File: src/shared/eba_pkg.sv
// eba_pkg: shared constants and types for the external bus arbitration link
// assumes both ends run on clk_sys at 100 MHz with one asynchronous active-low reset
package eba_pkg;
	localparam int CLK_MHZ = 100;
	// core rate at and above which the asynchronous option is mandatory
	localparam int ASYNC_REQUIRED_MHZ = 100;
	// cycles the busy line is driven high before it is released
	localparam int RELEASE_DRIVE_CYCLES = 1;
	localparam logic [1:0] RELEASE_CNT_INIT = 2'(RELEASE_DRIVE_CYCLES);
	// reset levels of the active-low lines
	localparam logic REQ_RESET_N = 1'b1;
	localparam logic GRANT_RESET_N = 1'b1;
	typedef enum logic [1:0] {ST_SLAVE, ST_PENDING, ST_MASTER, ST_RELEASE} eba_state_e;
	typedef enum logic [1:0] {AR_IDLE, AR_WAIT_FREE, AR_GRANTED} eba_arb_state_e;
endpackage

File: src/shared/eba_if.sv
// eba_if: the three arbitration lines between a bus master and the external arbiter
// assumes the bench resolves the busy wire from the enables, with a pull-up when nobody drives
`timescale 1ns/1ps
interface eba_if;
	logic busRequestOut_n;
	logic busGrantIn_n;
	logic busBusyOut;
	logic busBusyOe;
	logic busBusyIn;
	logic otherBusyOut;
	logic otherBusyOe;
	modport master (output busRequestOut_n, input busGrantIn_n, output busBusyOut, output busBusyOe,
		input busBusyIn);
	modport arbiter (input busRequestOut_n, output busGrantIn_n, output otherBusyOut, output otherBusyOe,
		input busBusyIn);
endinterface

File: src/hdl/eba_master.sv
// eba_master: the device end; requests, takes, parks and releases the external bus
// assumes the arbiter end drives grant and a wired busy line with external pull-up
//
// Behaviour
// - request output always driven, never floated
// - request asserted while wanting bus, dropped after
// - request changes as master or slave
// - request may drop while master, bus parks
// - request-hold bit keeps request asserted
// - only external accesses raise request
// - reset deasserts request, returns to slave
// - arbiter asserts grant for next master
// - take mastership only after busy seen free
// - grant removal ends mastership after cycle
// - default sampling synchronous to output clock
// - async bit treats grant, busy asynchronously
// - async option required at 100 MHz; code resets to sync and leaves the choice to asyncArbitrationEnable
// - master holds busy asserted while using bus
// - wait for busy free, then assert busy
// - master may hold busy while parked
// - release busy by driving high, then floating
`timescale 1ns/1ps
module eba_master
	import eba_pkg::*;
(
	// clock and reset
	input wire logic clk_sys,
	input wire logic rst_n,
	// configuration
	input wire logic requestHoldBit,
	input wire logic asyncArbitrationEnable,
	// access side
	input wire logic extAccessPending,
	input wire logic intAccessPending,
	input wire logic cycleDone,
	output logic busOwned,
	output logic cycleGo,
	// arbitration lines
	eba_if.master link
);
	eba_state_e state_reg, state_next;
	logic reqN_reg, reqN_next;
	logic bbOut_reg, bbOut_next;
	logic bbOe_reg, bbOe_next;
	logic owned_reg, owned_next;
	logic go_reg, go_next;
	logic inCycle_reg, inCycle_next;
	logic [1:0] relCnt_reg, relCnt_next;
	logic grantMeta_reg, grantSync_reg;
	logic grantMeta_next, grantSync_next;
	logic busyMeta_reg, busySync_reg;
	logic busyMeta_next, busySync_next;
	// sampling mode in force for the current tenure
	logic asyncMode_reg, asyncMode_next;
	logic grantSeen, busySeen;
	logic wantBus;

	// all three lines are active low; one place turns a level into an asserted flag
	function automatic logic lineAsserted(input logic levelN);
		return !levelN;
	endfunction

	// the two-stage synchronisers run in both modes, so a switch to the asynchronous
	// view never starts from stale flops; the mode is only taken over while slave, so
	// one tenure never mixes the direct and the synchronised view of grant and busy
	always_comb begin
		grantMeta_next = link.busGrantIn_n;
		grantSync_next = grantMeta_reg;
		busyMeta_next = link.busBusyIn;
		busySync_next = busyMeta_reg;
		asyncMode_next = asyncMode_reg;
		if (state_reg == ST_SLAVE) begin
			// at this clock rate only the asynchronous setting is safe on real pins
			asyncMode_next = asyncArbitrationEnable;
		end
	end

	// reset values read as idle lines, so nothing is taken for a grant in reset
	always_ff @(posedge clk_sys or negedge rst_n) begin
		if (!rst_n) begin
			grantMeta_reg <= GRANT_RESET_N;
			grantSync_reg <= GRANT_RESET_N;
			busyMeta_reg <= 1'b1;
			busySync_reg <= 1'b1;
			// power-up default is the synchronous view
			asyncMode_reg <= 1'b0;
		end else begin
			grantMeta_reg <= grantMeta_next;
			grantSync_reg <= grantSync_next;
			busyMeta_reg <= busyMeta_next;
			busySync_reg <= busySync_next;
			asyncMode_reg <= asyncMode_next;
		end
	end

	// grant and busy as asserted flags; sync mode samples the pins directly
	always_comb begin
		if (asyncMode_reg) begin
			grantSeen = lineAsserted(grantSync_reg);
			busySeen = lineAsserted(busySync_reg);
		end else begin
			grantSeen = lineAsserted(link.busGrantIn_n);
			busySeen = lineAsserted(link.busBusyIn);
		end
	end

	// internal activity never enters here, so it cannot touch the request
	assign wantBus = extAccessPending || requestHoldBit;

	// arbitration state machine; the request follows the need in every state
	always_comb begin
		state_next = state_reg;
		reqN_next = !wantBus;
		bbOut_next = bbOut_reg;
		bbOe_next = bbOe_reg;
		owned_next = owned_reg;
		go_next = 1'b0;
		inCycle_next = inCycle_reg;
		relCnt_next = relCnt_reg;
		unique case (state_reg)
			ST_SLAVE: begin
				// a grant with nothing to do is left alone; the arbiter may be parking it here
				if (grantSeen && wantBus) begin
					state_next = ST_PENDING;
				end
			end
			ST_PENDING: begin
				if (!grantSeen) begin
					state_next = ST_SLAVE;
				end else if (!wantBus) begin
					// the need went away while waiting: do not take a bus nobody asked for
					state_next = ST_SLAVE;
				end else if (busySeen) begin
					// another master still holds the line; wait for it to float high
					state_next = ST_PENDING;
				end else begin
					state_next = ST_MASTER;
					bbOut_next = 1'b0;
					bbOe_next = 1'b1;
					owned_next = 1'b1;
				end
			end
			ST_MASTER: begin
				// busy stays low while parked, with or without request
				// a cycle on the bus always finishes, even once the grant is gone
				if (inCycle_reg) begin
					if (cycleDone) begin
						inCycle_next = 1'b0;
					end
				end else if (!grantSeen) begin
					state_next = ST_RELEASE;
					// drive high first: the pull-up alone would be slow to lift the line
					bbOut_next = 1'b1;
					owned_next = 1'b0;
					relCnt_next = RELEASE_CNT_INIT;
				end else if (extAccessPending) begin
					go_next = 1'b1;
					inCycle_next = 1'b1;
				end
			end
			ST_RELEASE: begin
				if (relCnt_reg == 2'h1) begin
					// let go; the pull-up holds the line high from here
					bbOe_next = 1'b0;
					state_next = ST_SLAVE;
				end
				relCnt_next = relCnt_reg - 2'h1;
			end
		endcase
	end

	always_ff @(posedge clk_sys or negedge rst_n) begin
		if (!rst_n) begin
			// reset leaves a slave that neither asks for nor drives the bus
			state_reg <= ST_SLAVE;
			reqN_reg <= REQ_RESET_N;
			bbOut_reg <= 1'b1;
			bbOe_reg <= 1'b0;
			owned_reg <= 1'b0;
			go_reg <= 1'b0;
			inCycle_reg <= 1'b0;
			relCnt_reg <= 2'h0;
		end else begin
			state_reg <= state_next;
			reqN_reg <= reqN_next;
			bbOut_reg <= bbOut_next;
			bbOe_reg <= bbOe_next;
			owned_reg <= owned_next;
			go_reg <= go_next;
			inCycle_reg <= inCycle_next;
			relCnt_reg <= relCnt_next;
		end
	end

	// request has no enable: it is always driven
	assign link.busRequestOut_n = reqN_reg;
	// busy drive and enable come from flops, so the line never glitches on a state change
	assign link.busBusyOut = bbOut_reg;
	assign link.busBusyOe = bbOe_reg;
	assign busOwned = owned_reg;
	assign cycleGo = go_reg;
	// intAccessPending is accepted but deliberately left without effect
	logic unusedInt;
	assign unusedInt = intAccessPending;
endmodule

File: src/flat_wrapper.sv
// flat-port wrapper written by rule: the top's interface ports become plain ports
module eba_master_flat import eba_pkg::*;
  (clk_sys, rst_n, requestHoldBit, asyncArbitrationEnable, extAccessPending, intAccessPending, cycleDone, busOwned, cycleGo, link_busRequestOut_n, link_busGrantIn_n, link_busBusyOut, link_busBusyOe, link_busBusyIn);
  eba_if link_i ();
  input wire logic clk_sys;
  input wire logic rst_n;
  input wire logic requestHoldBit;
  input wire logic asyncArbitrationEnable;
  input wire logic extAccessPending;
  input wire logic intAccessPending;
  input wire logic cycleDone;
  output logic busOwned;
  output logic cycleGo;
  output wire logic [$bits(link_i.busRequestOut_n)-1:0] link_busRequestOut_n;
  input wire logic [$bits(link_i.busGrantIn_n)-1:0] link_busGrantIn_n;
  output wire logic [$bits(link_i.busBusyOut)-1:0] link_busBusyOut;
  output wire logic [$bits(link_i.busBusyOe)-1:0] link_busBusyOe;
  input wire logic [$bits(link_i.busBusyIn)-1:0] link_busBusyIn;
  assign link_busRequestOut_n = link_i.busRequestOut_n;
  assign link_i.busGrantIn_n = link_busGrantIn_n;
  assign link_busBusyOut = link_i.busBusyOut;
  assign link_busBusyOe = link_i.busBusyOe;
  assign link_i.busBusyIn = link_busBusyIn;
  eba_master u_core (.clk_sys(clk_sys), .rst_n(rst_n), .requestHoldBit(requestHoldBit), .asyncArbitrationEnable(asyncArbitrationEnable), .extAccessPending(extAccessPending), .intAccessPending(intAccessPending), .cycleDone(cycleDone), .busOwned(busOwned), .cycleGo(cycleGo), .link(link_i));
endmodule
File: config.mk
export PLATFORM = sky130hd
export DESIGN_NAME = eba_master_flat
export DESIGN_NICKNAME = d
export VERILOG_FILES = /design/src/shared/eba_pkg.sv /design/src/shared/eba_if.sv /design/src/hdl/eba_master.sv /design/src/flat_wrapper.sv
export SDC_FILE = /design/constraint.sdc
export NUM_CORES = 1
export LEC_CHECK = 0
export BUFFER_PORTS_ARGS = -buffer_cell sky130_fd_sc_hd__buf_4
export CAP_MARGIN = 20
export CELL_PAD_IN_SITES_DETAIL_PLACEMENT = 1
export CELL_PAD_IN_SITES_GLOBAL_PLACEMENT = 1
export CORE_MARGIN = 1.5
export CORE_UTILIZATION = 35
export CTS_CLUSTER_DIAMETER = 120
export DETAILED_ROUTE_END_ITERATION = 6
export GPL_TIMING_DRIVEN = 1
export PLACE_DENSITY_LB_ADDON = 0.1
export SLEW_MARGIN = 10
export SYNTH_ARGS = -nofsm -noshare
export SYNTH_HDL_FRONTEND = slang
export SYNTH_SLANG_ARGS = --single-unit
File: constraint.sdc
create_clock -name clk_sys -period 1.89 [get_ports clk_sys]
set_clock_uncertainty 0.05 [all_clocks]
set_input_delay 0.189 -clock clk_sys [delete_from_list [all_inputs] [get_ports clk_sys]]
set_output_delay 0.189 -clock clk_sys [all_outputs]
set_load 0.1 [all_outputs]
==> After elaboration in Yosys (flattened, before gate mapping) <==
Index checks and enable logic that the tools add are counted.
W data, S select, Z words.
{ "op_classes": {"n_addsub": 1, "eq_ne": 11, "mux": 33, "n_reduce_logical": 15} }
{ "ops": {"columns": ["cell", "count"], "rows": [
  ["$mux W1", 19],
  ["$mux W2", 9],
  ["$ne A2 B2 Y1 const B", 4],
  ["$pmux W2 S4", 1],
  ["$ne A2 B1 Y1 const B", 3],
  ["$pmux W1 S2", 3],
  ["$reduce_and A6 Y1", 1],
  ["$reduce_bool A2 Y1", 3],
  ["$logic_not A1 Y1", 5],
  ["$reduce_and A5 Y1", 1],
  ["$eq A2 B1 Y1 const B", 2],
  ["$eq A2 B2 Y1 const B", 2],
  ["$pmux W2 S2", 1],
  ["$reduce_and A4 Y1", 1],
  ["$reduce_and A3 Y1", 1],
  ["$logic_not A2 Y1", 1],
  ["$sub A2 B1 Y2 const B", 1],
  ["$logic_and A1 B1 Y1", 1],
  ["$logic_or A1 B1 Y1", 1]
]} }
{ "word_totals": {"ff_bits": 15, "inputBits": 9} }

==> Logic depth before layout (Yosys ltp) <==
Gate-level depths: netlist (run 1).
{ "logic_depth": {"depth_word": 6, "depth_mapped": 5} }

==> Least setup slack after synthesis (run 1) <==
Ideal clock, no wire load.
{ "synth_timing": {"path_type": "register to register", "from": "reg, netlist name u_core.busOwned", "to": "reg u_core.owned_reg, in the netlist u_core.busOwned", "setup_time_ns": 0.077, "arrival_time_ns": 1.115, "required_time_ns": 1.763, "slack_ns": 0.647, "stages_incl_launch_ff": 3, "path_buffers": 0, "synth_period_minus_slack_ns": 1.243, "path_cell_list": "dfrtp_1 inv_1 a21oi_1"} }
{ "synth_rtl": {"columns": ["item", "line_no", "source"], "rows": [
  ["end signal: assignment", "eba_master.sv:188", "owned_reg <= owned_next;"],
  ["end: declaration", "eba_master.sv:45", "logic owned_reg, owned_next;"]
]} }

==> Worst setup path in the final report (run 1) <==
{ "layout_timing": {"from": "in link_busGrantIn_n", "to": "reg u_core.bbOut_reg, in the netlist u_core.link.busBusyOut"} }
{ "layout_via": {"elab_chain_cells": 4, "elab_cells_between_ends": 5, "classes_between": "2 x eq/ne; 1 x mux; 2 x reduce/logical"} }
{ "layout_rtl": {"columns": ["item", "line_no", "source"], "rows": [
  ["start: declaration", "flat_wrapper.sv:15", "input wire logic [$bits(link_i.busGrantIn_n)-1:0] link_busGrantIn_n;"],
  ["$logic_not A1 Y1 *", "eba_master.sv:60", "return !levelN;"],
  ["$mux W1 *", "eba_master.sv:98", "if (asyncMode_reg) begin"],
  ["$ne A2 B1 Y1 (no source line) / $ne A2 B2 Y1 (equally long branches)", null, null],
  ["$reduce_and A6 Y1 (no source line) *", null, null],
  ["end signal: assignment", "eba_master.sv:186", "bbOut_reg <= bbOut_next;"],
  ["end: declaration", "eba_master.sv:43", "logic bbOut_reg, bbOut_next;"]
]} }
Every way passes the cells marked *; elsewhere a longest branch is shown, timed or not.
A chain may end at the register's enable or synchronous reset.

==> results.sh, run 1 <==
export IMPL_status="completed"
export IMPL_worstSetupStartpointType="input pin"
export IMPL_synth_area_leaders="dfrtp_1, dfstp_2, nand2_1"
export IMPL_hold_viol=0
export IMPL_yosysWarnings=0
export IMPL_drive_gt1_frac=0.375
export IMPL_rrSetupSlack_ns=0.57
export IMPL_postRouteAntennaNets=0
export IMPL_worstSetupEndpointType="register"
export IMPL_first_iter_violations=1
export IMPL_hpwlAfterDp_um=858
export IMPL_vias=459
export IMPL_cts_root_buf="clkbuf_4"
export IMPL_synth_xor_area_frac=0
export IMPL_syn2layout_area_growth_pct=29.4
export IMPL_synthFlopType="dfrtp_1"
export IMPL_pin_count=14
export IMPL_syn_nets=63
export IMPL_register_area_um2=383
export IMPL_grt_max_degree=16
export IMPL_setup_viol=0
export IMPL_cts_reportedPaths_clkPinSlew_ns=0.09
export IMPL_synth_edf_count=0
export IMPL_seq_area_frac_synth=0.592
export IMPL_diodes=0
export IMPL_drtPass1Iterations=2
export IMPL_yosys_top_cells_count="dfrtp_1, nand2_1, dfstp_2"
export IMPL_synth_compound_area_share=0.120
export IMPL_holdCritPathClass="in2reg"
export IMPL_synth_top_family_by_area="simple AND/OR/NAND/NOR gates"
export IMPL_placed_area_um2=759
export IMPL_dieArea_um2=2120
export IMPL_slew_viol_final=0
export IMPL_ys_types=26
export IMPL_largest_reg_flops=2
export IMPL_hold_ws_ns=0.0309
export IMPL_gp_congestion=0.709
export IMPL_synth_largest_area_cell="dfrtp_1"
export IMPL_rows=15
export IMPL_cts_sinks=15
export IMPL_async_reset_ff_frac=1.00
export IMPL_grt_pass1_vias=450
export IMPL_tritoncts="yes"
export IMPL_tightest_slew_ns=0.334
export IMPL_finalCriticalPeriod_ns=1.35
export IMPL_via_per_inst=4.73
export IMPL_die_w_um=46.0
export IMPL_numPortBuffers=12
export IMPL_cts_made_buffers=3
export IMPL_wl_per_cell_um=12.4
export IMPL_nets=83
export IMPL_initial_utilization=0.375
export IMPL_antenna_found_initial=0
export IMPL_cp_arrival_ns=1.53
export IMPL_required_ns=2.07
export IMPL_grtUsageTotal=0.141
export IMPL_avgSynthCellArea_um2=12.2
export IMPL_core_area_um2=1730
export IMPL_fillCellCount=204
export IMPL_yosys_cell_count_top_type="dfrtp_1"
export IMPL_tns_ns=0
export IMPL_cts_resized=0
export IMPL_gr_total_overflow=0
export IMPL_cts_max_level=1
export IMPL_clk_latency_ns=0.28
export IMPL_path_class="in2reg"
export IMPL_synth_fa_ha_area_frac=0.0193
export IMPL_cap_violations=0
export IMPL_finalCritPeriodShare=0.716
export IMPL_yosys_register_bits=15
export IMPL_rsz0062_at_grt="false"
export IMPL_multi_input_area_um2=244
export IMPL_synth_cells=53
export IMPL_route_detailed_drc=0
export IMPL_cts_buffer_depth=2
export IMPL_synthSimpleGateAreaFrac=0.170
export IMPL_slew_headroom=0.773
export IMPL_stdcell_area_um2=837
export IMPL_die_height_um=46.0
export IMPL_p_per_area_nw_per_um2=1660
export IMPL_p_leak_nw=0.390
export IMPL_fmax_mhz=739
export IMPL_cp_max_fo=8
export IMPL_synth_mux_area_frac=0.0677
export IMPL_peakVddDrop_uv=860
export IMPL_netlist_area_um2=647
export IMPL_synth_top_area_frac=0.348
export IMPL_grt_pass1_wl_mm=2.01
export IMPL_drt_total_wl_mm=1.20
metrics by stage:
stage               setup slack [ns]  total power [mW]  utilization  std cells
CTS                            0.520              1.42        0.485         97
detailed placement             0.558              1.21        0.440         88
global route                   0.446              1.49        0.485         97
global placement               0.577              1.20        0.440         88
floorplan                      0.647              1.08            -         53
finish                         0.536              1.39        0.485         97
layer usage:
layer / share of wire / track usage / vias to the layer above
met4: 0.0042 / 0.0857 / 0
met1: 0.44 / 0.180 / 228
met5: 0 / 0 / -
li1: - / - / 219
met3: 0.038 / 0.0238 / 2
met2: 0.52 / 0.222 / 10
critical path, stage by stage:
cell	delay [ns]
dlygate4sd3_1	0.54
buf_4	0.15
mux2i_4	0.29
nand4b_4	0.16
a21o_1	0.20
where the power goes:
| group | total, mW | internal, mW | switching [mW] |
|---|---|---|---|
| logic | 0.657 | 0.224 | 0.433 |
| registers | 0.551 | 0.435 | 0.115 |
| clock network | 0.184 | 0.0786 | 0.106 |
cells in the final DEF, fill, tap and decap left out, drive strengths merged, types with 2 or more instances in the layout:
master | netlist | final
o21ai | 2 | 2
nand3 | 3 | 3
nor2 | 3 | 3
nand2 | 7 | 7
nor3b | 2 | 2
mux2i | 2 | 2
inv | 3 | 3
dfrtp | 9 | 9
clkbuf | 1 | 3
dfstp | 6 | 6
a21oi | 2 | 2
buf | 1 | 12
a31oi | 2 | 2
dlygate4sd3 | 0 | 5
worst paths after layout:
path,from,to,cells after the start
max in group asynchronous,rst_n,u_core.grantSync_reg,2
worst min-delay path,cycleDone,u_core.inCycle_reg,2
worst min register to register,u_core.busyMeta_reg,u_core.busySync_reg,0
worst max-delay path,link_busGrantIn_n,u_core.link.busBusyOut,5
worst max register to register,u_core.asyncMode_reg,u_core.link.busBusyOut,3
min in group asynchronous,rst_n,u_core.cycleGo,2
logic make-up (layout without fill, tap and decap cells):
family / count (synthesis) / after routing
flip-flops: 15 / 15
buffers and inverters: 5 / 24
AO/OA/AOI/OAI: 11 / 11
AND/OR/NAND/NOR: 18 / 18
adder cells (fa/ha/maj): 1 / 1
multiplexers: 3 / 3
cell type report:
cell class	count	area share
clock inverters	1	0.00598
inverters	3	0.0135
clock buffers	3	0.0269
multi-input cells	33	0.291
repair buffers	17	0.167
well taps	25	0.0374
flip-flops and latches	15	0.457
repair_timing:
action	CTS	global route
buffers inserted	0	0
hold endpoints to repair	18	0
hold buffers	5	0
No activity file was read; power rests on OpenSTA's default activity.
==> run 2: changes to the inputs <==
clock period = 1.3 ns   (was 1.89 ns; I/O delays follow)
==> results.sh, run 2 (synthesized netlist as in run 1, its figures left out) <==
export IMPL_via_per_inst=4.82
export IMPL_cap_violations=0
export IMPL_switchingPower_uw=994
export IMPL_power_frac_seq=0.348
export IMPL_fmax_mhz=793
export IMPL_tightest_slew_ns=0.279
export IMPL_final_cells=104
export IMPL_hold_viol=0
export IMPL_slew_viol_final=0
export IMPL_cp_num_buf_inv=3
export IMPL_largest_reg_flops=2
export IMPL_tritoncts="yes"
export IMPL_fillCellCount=195
export IMPL_status="completed"
export IMPL_finalWorstSetupSlack_ns=0.0392
export IMPL_cts_root_buf="clkbuf_4"
export IMPL_layout_common_cells="buf_4, dfrtp_1, nand2_1, dlygate4sd3_1, dfstp_2"
export IMPL_grt_max_degree=16
export IMPL_postRouteAntennaNets=0
export IMPL_p_per_area_nw_per_um2=2400
export IMPL_peakVddDrop_uv=1930
export IMPL_rsz0062_at_grt="false"
export IMPL_drt_total_wl_mm=1.36
export IMPL_antenna_found_initial=0
export IMPL_required_ns=1.48
export IMPL_critPathMaxStageDelay_ns=0.55
export IMPL_rows=15
export IMPL_grtUsageTotal=0.148
export IMPL_dieArea_um2=2120
export IMPL_crit_top_cell="dlygate4sd3_1"
export IMPL_initial_utilization=0.375
export IMPL_worstSetupStartpointType="input pin"
export IMPL_p_comb_frac=0.526
export IMPL_swShare=0.454
export IMPL_p_leak_nw=0.427
export IMPL_cts_sinks=15
export IMPL_gr_total_overflow=0
export IMPL_cts_buffer_depth=2
export IMPL_vias=501
export IMPL_cts_made_buffers=3
export IMPL_core_area_um2=1730
export IMPL_slew_headroom=0.816
export IMPL_die_w_um=46.0
export IMPL_final_common_cell="buf_4"
export IMPL_finalCritPeriodShare=0.970
export IMPL_cts_max_level=1
export IMPL_finalCriticalPeriod_ns=1.26
export IMPL_path_class="in2reg"
export IMPL_diodes=0
export IMPL_drtPass1Iterations=3
export IMPL_hpwlAfterDp_um=897
export IMPL_clock_power_share=0.125
export IMPL_first_iter_violations=6
export IMPL_pin_count=14
export IMPL_worstSetupEndpointType="register"
export IMPL_grt_pass1_vias=493
export IMPL_cp_max_fo=2
export IMPL_dp_slack_ns=0.00553
export IMPL_tns_ns=0
export IMPL_syn2layout_area_growth_pct=41.2
export IMPL_fin_util=0.529
export IMPL_setup_viol=0
export IMPL_placedCellCount=91
export IMPL_power_total_mw=2.19
export IMPL_path_delay_family="buffers and inverters"
export IMPL_nets=90
export IMPL_cp_slowest_cell="dlygate4sd3_1"
export IMPL_crit_path_cell_trace="dlygate4sd3_1 > buf_4 > nor2_1 > dlygate4sd3_1"
export IMPL_grt_pass1_wl_mm=2.12
export IMPL_wl_per_cell_um=13.1
export IMPL_drive_gt1_frac=0.392
export IMPL_cp_arrival_ns=1.44
export IMPL_gp_congestion=0.723
export IMPL_die_height_um=46.0
export IMPL_route_detailed_drc=0
export IMPL_internal_power_mw=1.19
export IMPL_cts_reportedPaths_clkPinSlew_ns=0.09
export IMPL_holdCritPathClass="in2reg"
export IMPL_numPortBuffers=12
export IMPL_clk_latency_ns=0.29
run 2: changes by cell type in the layout (fill, tap and decap cells not counted), sizes merged:
cell         delta
buf             +5
dlygate4sd3     +2
clkbuf          +1
clkinv          -1
run 2: worst paths after layout:
kind | from | end | slack [ns] | cells after the start
setup reg to reg | u_core.asyncMode_reg | u_core.relCnt_reg[0] | 0.05 | 4
min in group asynchronous | rst_n | u_core.cycleGo | 0.18 | 2
hold reg to reg | u_core.grantMeta_reg | u_core.grantSync_reg | 0.31 | 0
max in group asynchronous | rst_n | u_core.link.busRequestOut_n | 0.78 | 2
setup / recovery | requestHoldBit | u_core.link.busRequestOut_n | 0.04 | 4
hold / removal | extAccessPending | u_core.cycleGo | 0.05 | 3
run 2: metrics by stage:
step / hold WS, ns / area [um2]
floorplan: -0.216 / 647
global placement: -0.0522 / 782
detailed placement: -0.0559 / 782
CTS: 0.00719 / 900
global route: 0.0518 / 913
finish: 0.0532 / 913
run 2: cell type report:
class | instances | area [um2] | area share
sequential | 15 | 383 | 0.419
multi-input combinational | 33 | 244 | 0.267
timing repair buffer | 24 | 218 | 0.238
tap | 25 | 31.3 | 0.0342
clock buffer | 4 | 26.3 | 0.0288
inverter | 3 | 11.3 | 0.0123
run 2: power groups by stage:
stage	registers, mW	clock network, mW	logic [mW]
floorplan	1.13	0	0.446
global placement	0.761	0	1.06
detailed placement	0.768	0	1.07
CTS	0.764	0.289	1.15
global route	0.784	0.311	1.22
finish	0.762	0.274	1.15
run 2: metal layers:
metal | GRT usage | part of all wire
met5 | 0 | 0
met4 | 0.0686 | 0.015
met3 | 0.0357 | 0.029
met2 | 0.258 | 0.50
met1 | 0.167 | 0.45
run 2: repair_timing:
item                                    CTS  global route
endpoints found under the setup margin    2             1
resized for setup                         1             1
buffers inserted                          2             0
endpoints found under the hold margin    19             1
hold buffers                              6             1
cloned                                    0             0
run 2: worst min-delay path, delay by kind of cell:
family,cells,cell delay (ns)
buffers and inverters,1,0.12
AND/OR/NAND/NOR,2,0.11
==> run 3: changes to the inputs <==
CORE_UTILIZATION = 39   (was 35)
==> results.sh, run 3 (synthesized netlist as in run 1, its figures left out) <==
export IMPL_drt_total_wl_mm=1.38
export IMPL_p_leak_nw=0.427
export IMPL_drtPass1Iterations=2
export IMPL_reg2reg_from="u_core.asyncMode_reg"
export IMPL_fillCellCount=157
export IMPL_vias=470
export IMPL_via_per_inst=4.95
export IMPL_antenna_found_initial=0
export IMPL_p_per_area_nw_per_um2=2430
export IMPL_setup_viol=0
export IMPL_gp_congestion=0.658
export IMPL_status="completed"
export IMPL_grt_max_degree=16
export IMPL_core_area_um2=1520
export IMPL_rsz0062_at_grt="true"
export IMPL_initial_utilization=0.424
export IMPL_crit_top_cell="buf_4"
export IMPL_finalCritPeriodShare=0.982
export IMPL_tightest_slew_ns=0.304
export IMPL_pin_count=14
export IMPL_largest_reg_flops=2
export IMPL_crit_path_cell_trace="dlygate4sd3_1 > buf_4 > mux2i_4 > buf_4 > o21ai_1 > a22o_1"
export IMPL_grtUsageTotal=0.176
export IMPL_route_detailed_drc=0
export IMPL_cp_slowest_cell="dlygate4sd3_1"
export IMPL_slew_headroom=0.797
export IMPL_clk_latency_ns=0.28
export IMPL_cts_root_buf="clkbuf_4"
export IMPL_power_total_mw=2.21
export IMPL_cts_reportedPaths_clkPinSlew_ns=0.09
export IMPL_hpwlAfterDp_um=881
export IMPL_path_class="in2reg"
export IMPL_fmax_mhz=783
export IMPL_hold_viol=0
export IMPL_nets=90
export IMPL_critPathLaunch="link_busGrantIn_n"
export IMPL_grt_pass1_wl_mm=2.35
export IMPL_drive_gt1_frac=0.418
export IMPL_die_w_um=43.7
export IMPL_syn2layout_area_growth_pct=40.4
export IMPL_finalWorstSetupSlack_ns=0.0231
export IMPL_worstSetupStartpointType="input pin"
export IMPL_cap_violations=0
export IMPL_dieArea_um2=1910
export IMPL_die_height_um=43.7
export IMPL_wl_per_cell_um=14.5
export IMPL_finalCriticalPeriod_ns=1.28
export IMPL_peakVddDrop_uv=1980
export IMPL_dp_slack_ns=0.00527
export IMPL_gr_total_overflow=0
export IMPL_worstSetupEndpointType="register"
export IMPL_cp_max_fo=6
export IMPL_final_common_cell="buf_4"
export IMPL_postRouteAntennaNets=0
export IMPL_required_ns=1.43
export IMPL_cts_sinks=15
export IMPL_cts_made_buffers=3
export IMPL_cts_buffer_depth=2
export IMPL_cp_arrival_ns=1.41
export IMPL_tritoncts="yes"
export IMPL_layout_common_cells="buf_4, dfrtp_1, nand2_1, dlygate4sd3_1, dfstp_2"
export IMPL_holdCritPathClass="in2reg"
export IMPL_first_iter_violations=1
export IMPL_rows=14
export IMPL_numPortBuffers=12
export IMPL_slew_viol_final=0
export IMPL_cts_max_level=1
export IMPL_grt_pass1_vias=514
export IMPL_min_from="extAccessPending"
export IMPL_diodes=0
export IMPL_critPathMaxStageDelay_ns=0.53
[run 3: cell count changes in the layout (fill, tap and decap cells not counted)]
cell,delta
nor3b_1,-1
buf_12,-1
nor3b_4,+1
mux2i_2,+1
buf_6,+1
mux2i_1,-1
[run 3: worst max-delay path: cells and delay by family]
kind | cells | cell delay (ns)
muxes | 1 | 0.16
AOI/OAI and AO/OA | 2 | 0.25
buffers and inverters | 3 | 0.87
[run 3: power by group]
part           internal, mW  switching [mW]  leakage [nW]
Combinational         0.441           0.721         0.238
Clock                 0.119           0.146        0.0150
Sequential            0.635           0.144         0.173
[run 3: cell type report]
class	count	area (um2)	area share
Tap cell	16	20.0	0.0220
Sequential cell	15	383	0.421
Inverter	3	11.3	0.0124
Clock buffer	4	26.3	0.0289
Multi-Input combinational cell	33	259	0.285
Timing Repair Buffer	24	209	0.230
[run 3: final timing paths]
kind,cells after the start,slack (ns),endpoint
worst max-delay path,6,0.02,u_core.relCnt_reg[0]
worst min-delay path,3,0.05,u_core.cycleGo
worst max register to register,4,0.04,u_core.relCnt_reg[0]
worst min register to register,0,0.31,u_core.grantSync_reg
max in group asynchronous,2,0.78,u_core.link.busBusyOut
min in group asynchronous,2,0.18,u_core.inCycle_reg
[run 3: stage by stage]
| step | area [um2] | std cells | TNS [ns] | utilization | hold slack, ns |
|---|---|---|---|---|---|
| after floorplan | 647 | 53 | 0 | - | -0.216 |
| after CTS | 876 | 94 | 0 | 0.575 | 0.00356 |
| after global placement | 771 | 82 | 0 | 0.506 | -0.0577 |
| after detailed placement | 771 | 82 | 0 | 0.506 | -0.0589 |
| final | 908 | 95 | 0 | 0.596 | 0.0465 |
| after global routing | 908 | 95 | -0.0474 | 0.596 | 0.0258 |
[run 3: per-layer routing]
metal	track usage	wire length (um)	share of wire
met2	0.274	703	0.51
met3	0.0958	76	0.055
met4	0.0303	0	0
met5	0	0	0
met1	0.220	595	0.43
[run 3: repair_timing]
item                                    4_1_cts  5_1_grt
buffers inserted                              2        0
hold buffers                                  6        1
endpoints found under the setup margin        2        4
resized for setup                             1        5
hold endpoints to repair                     19        1
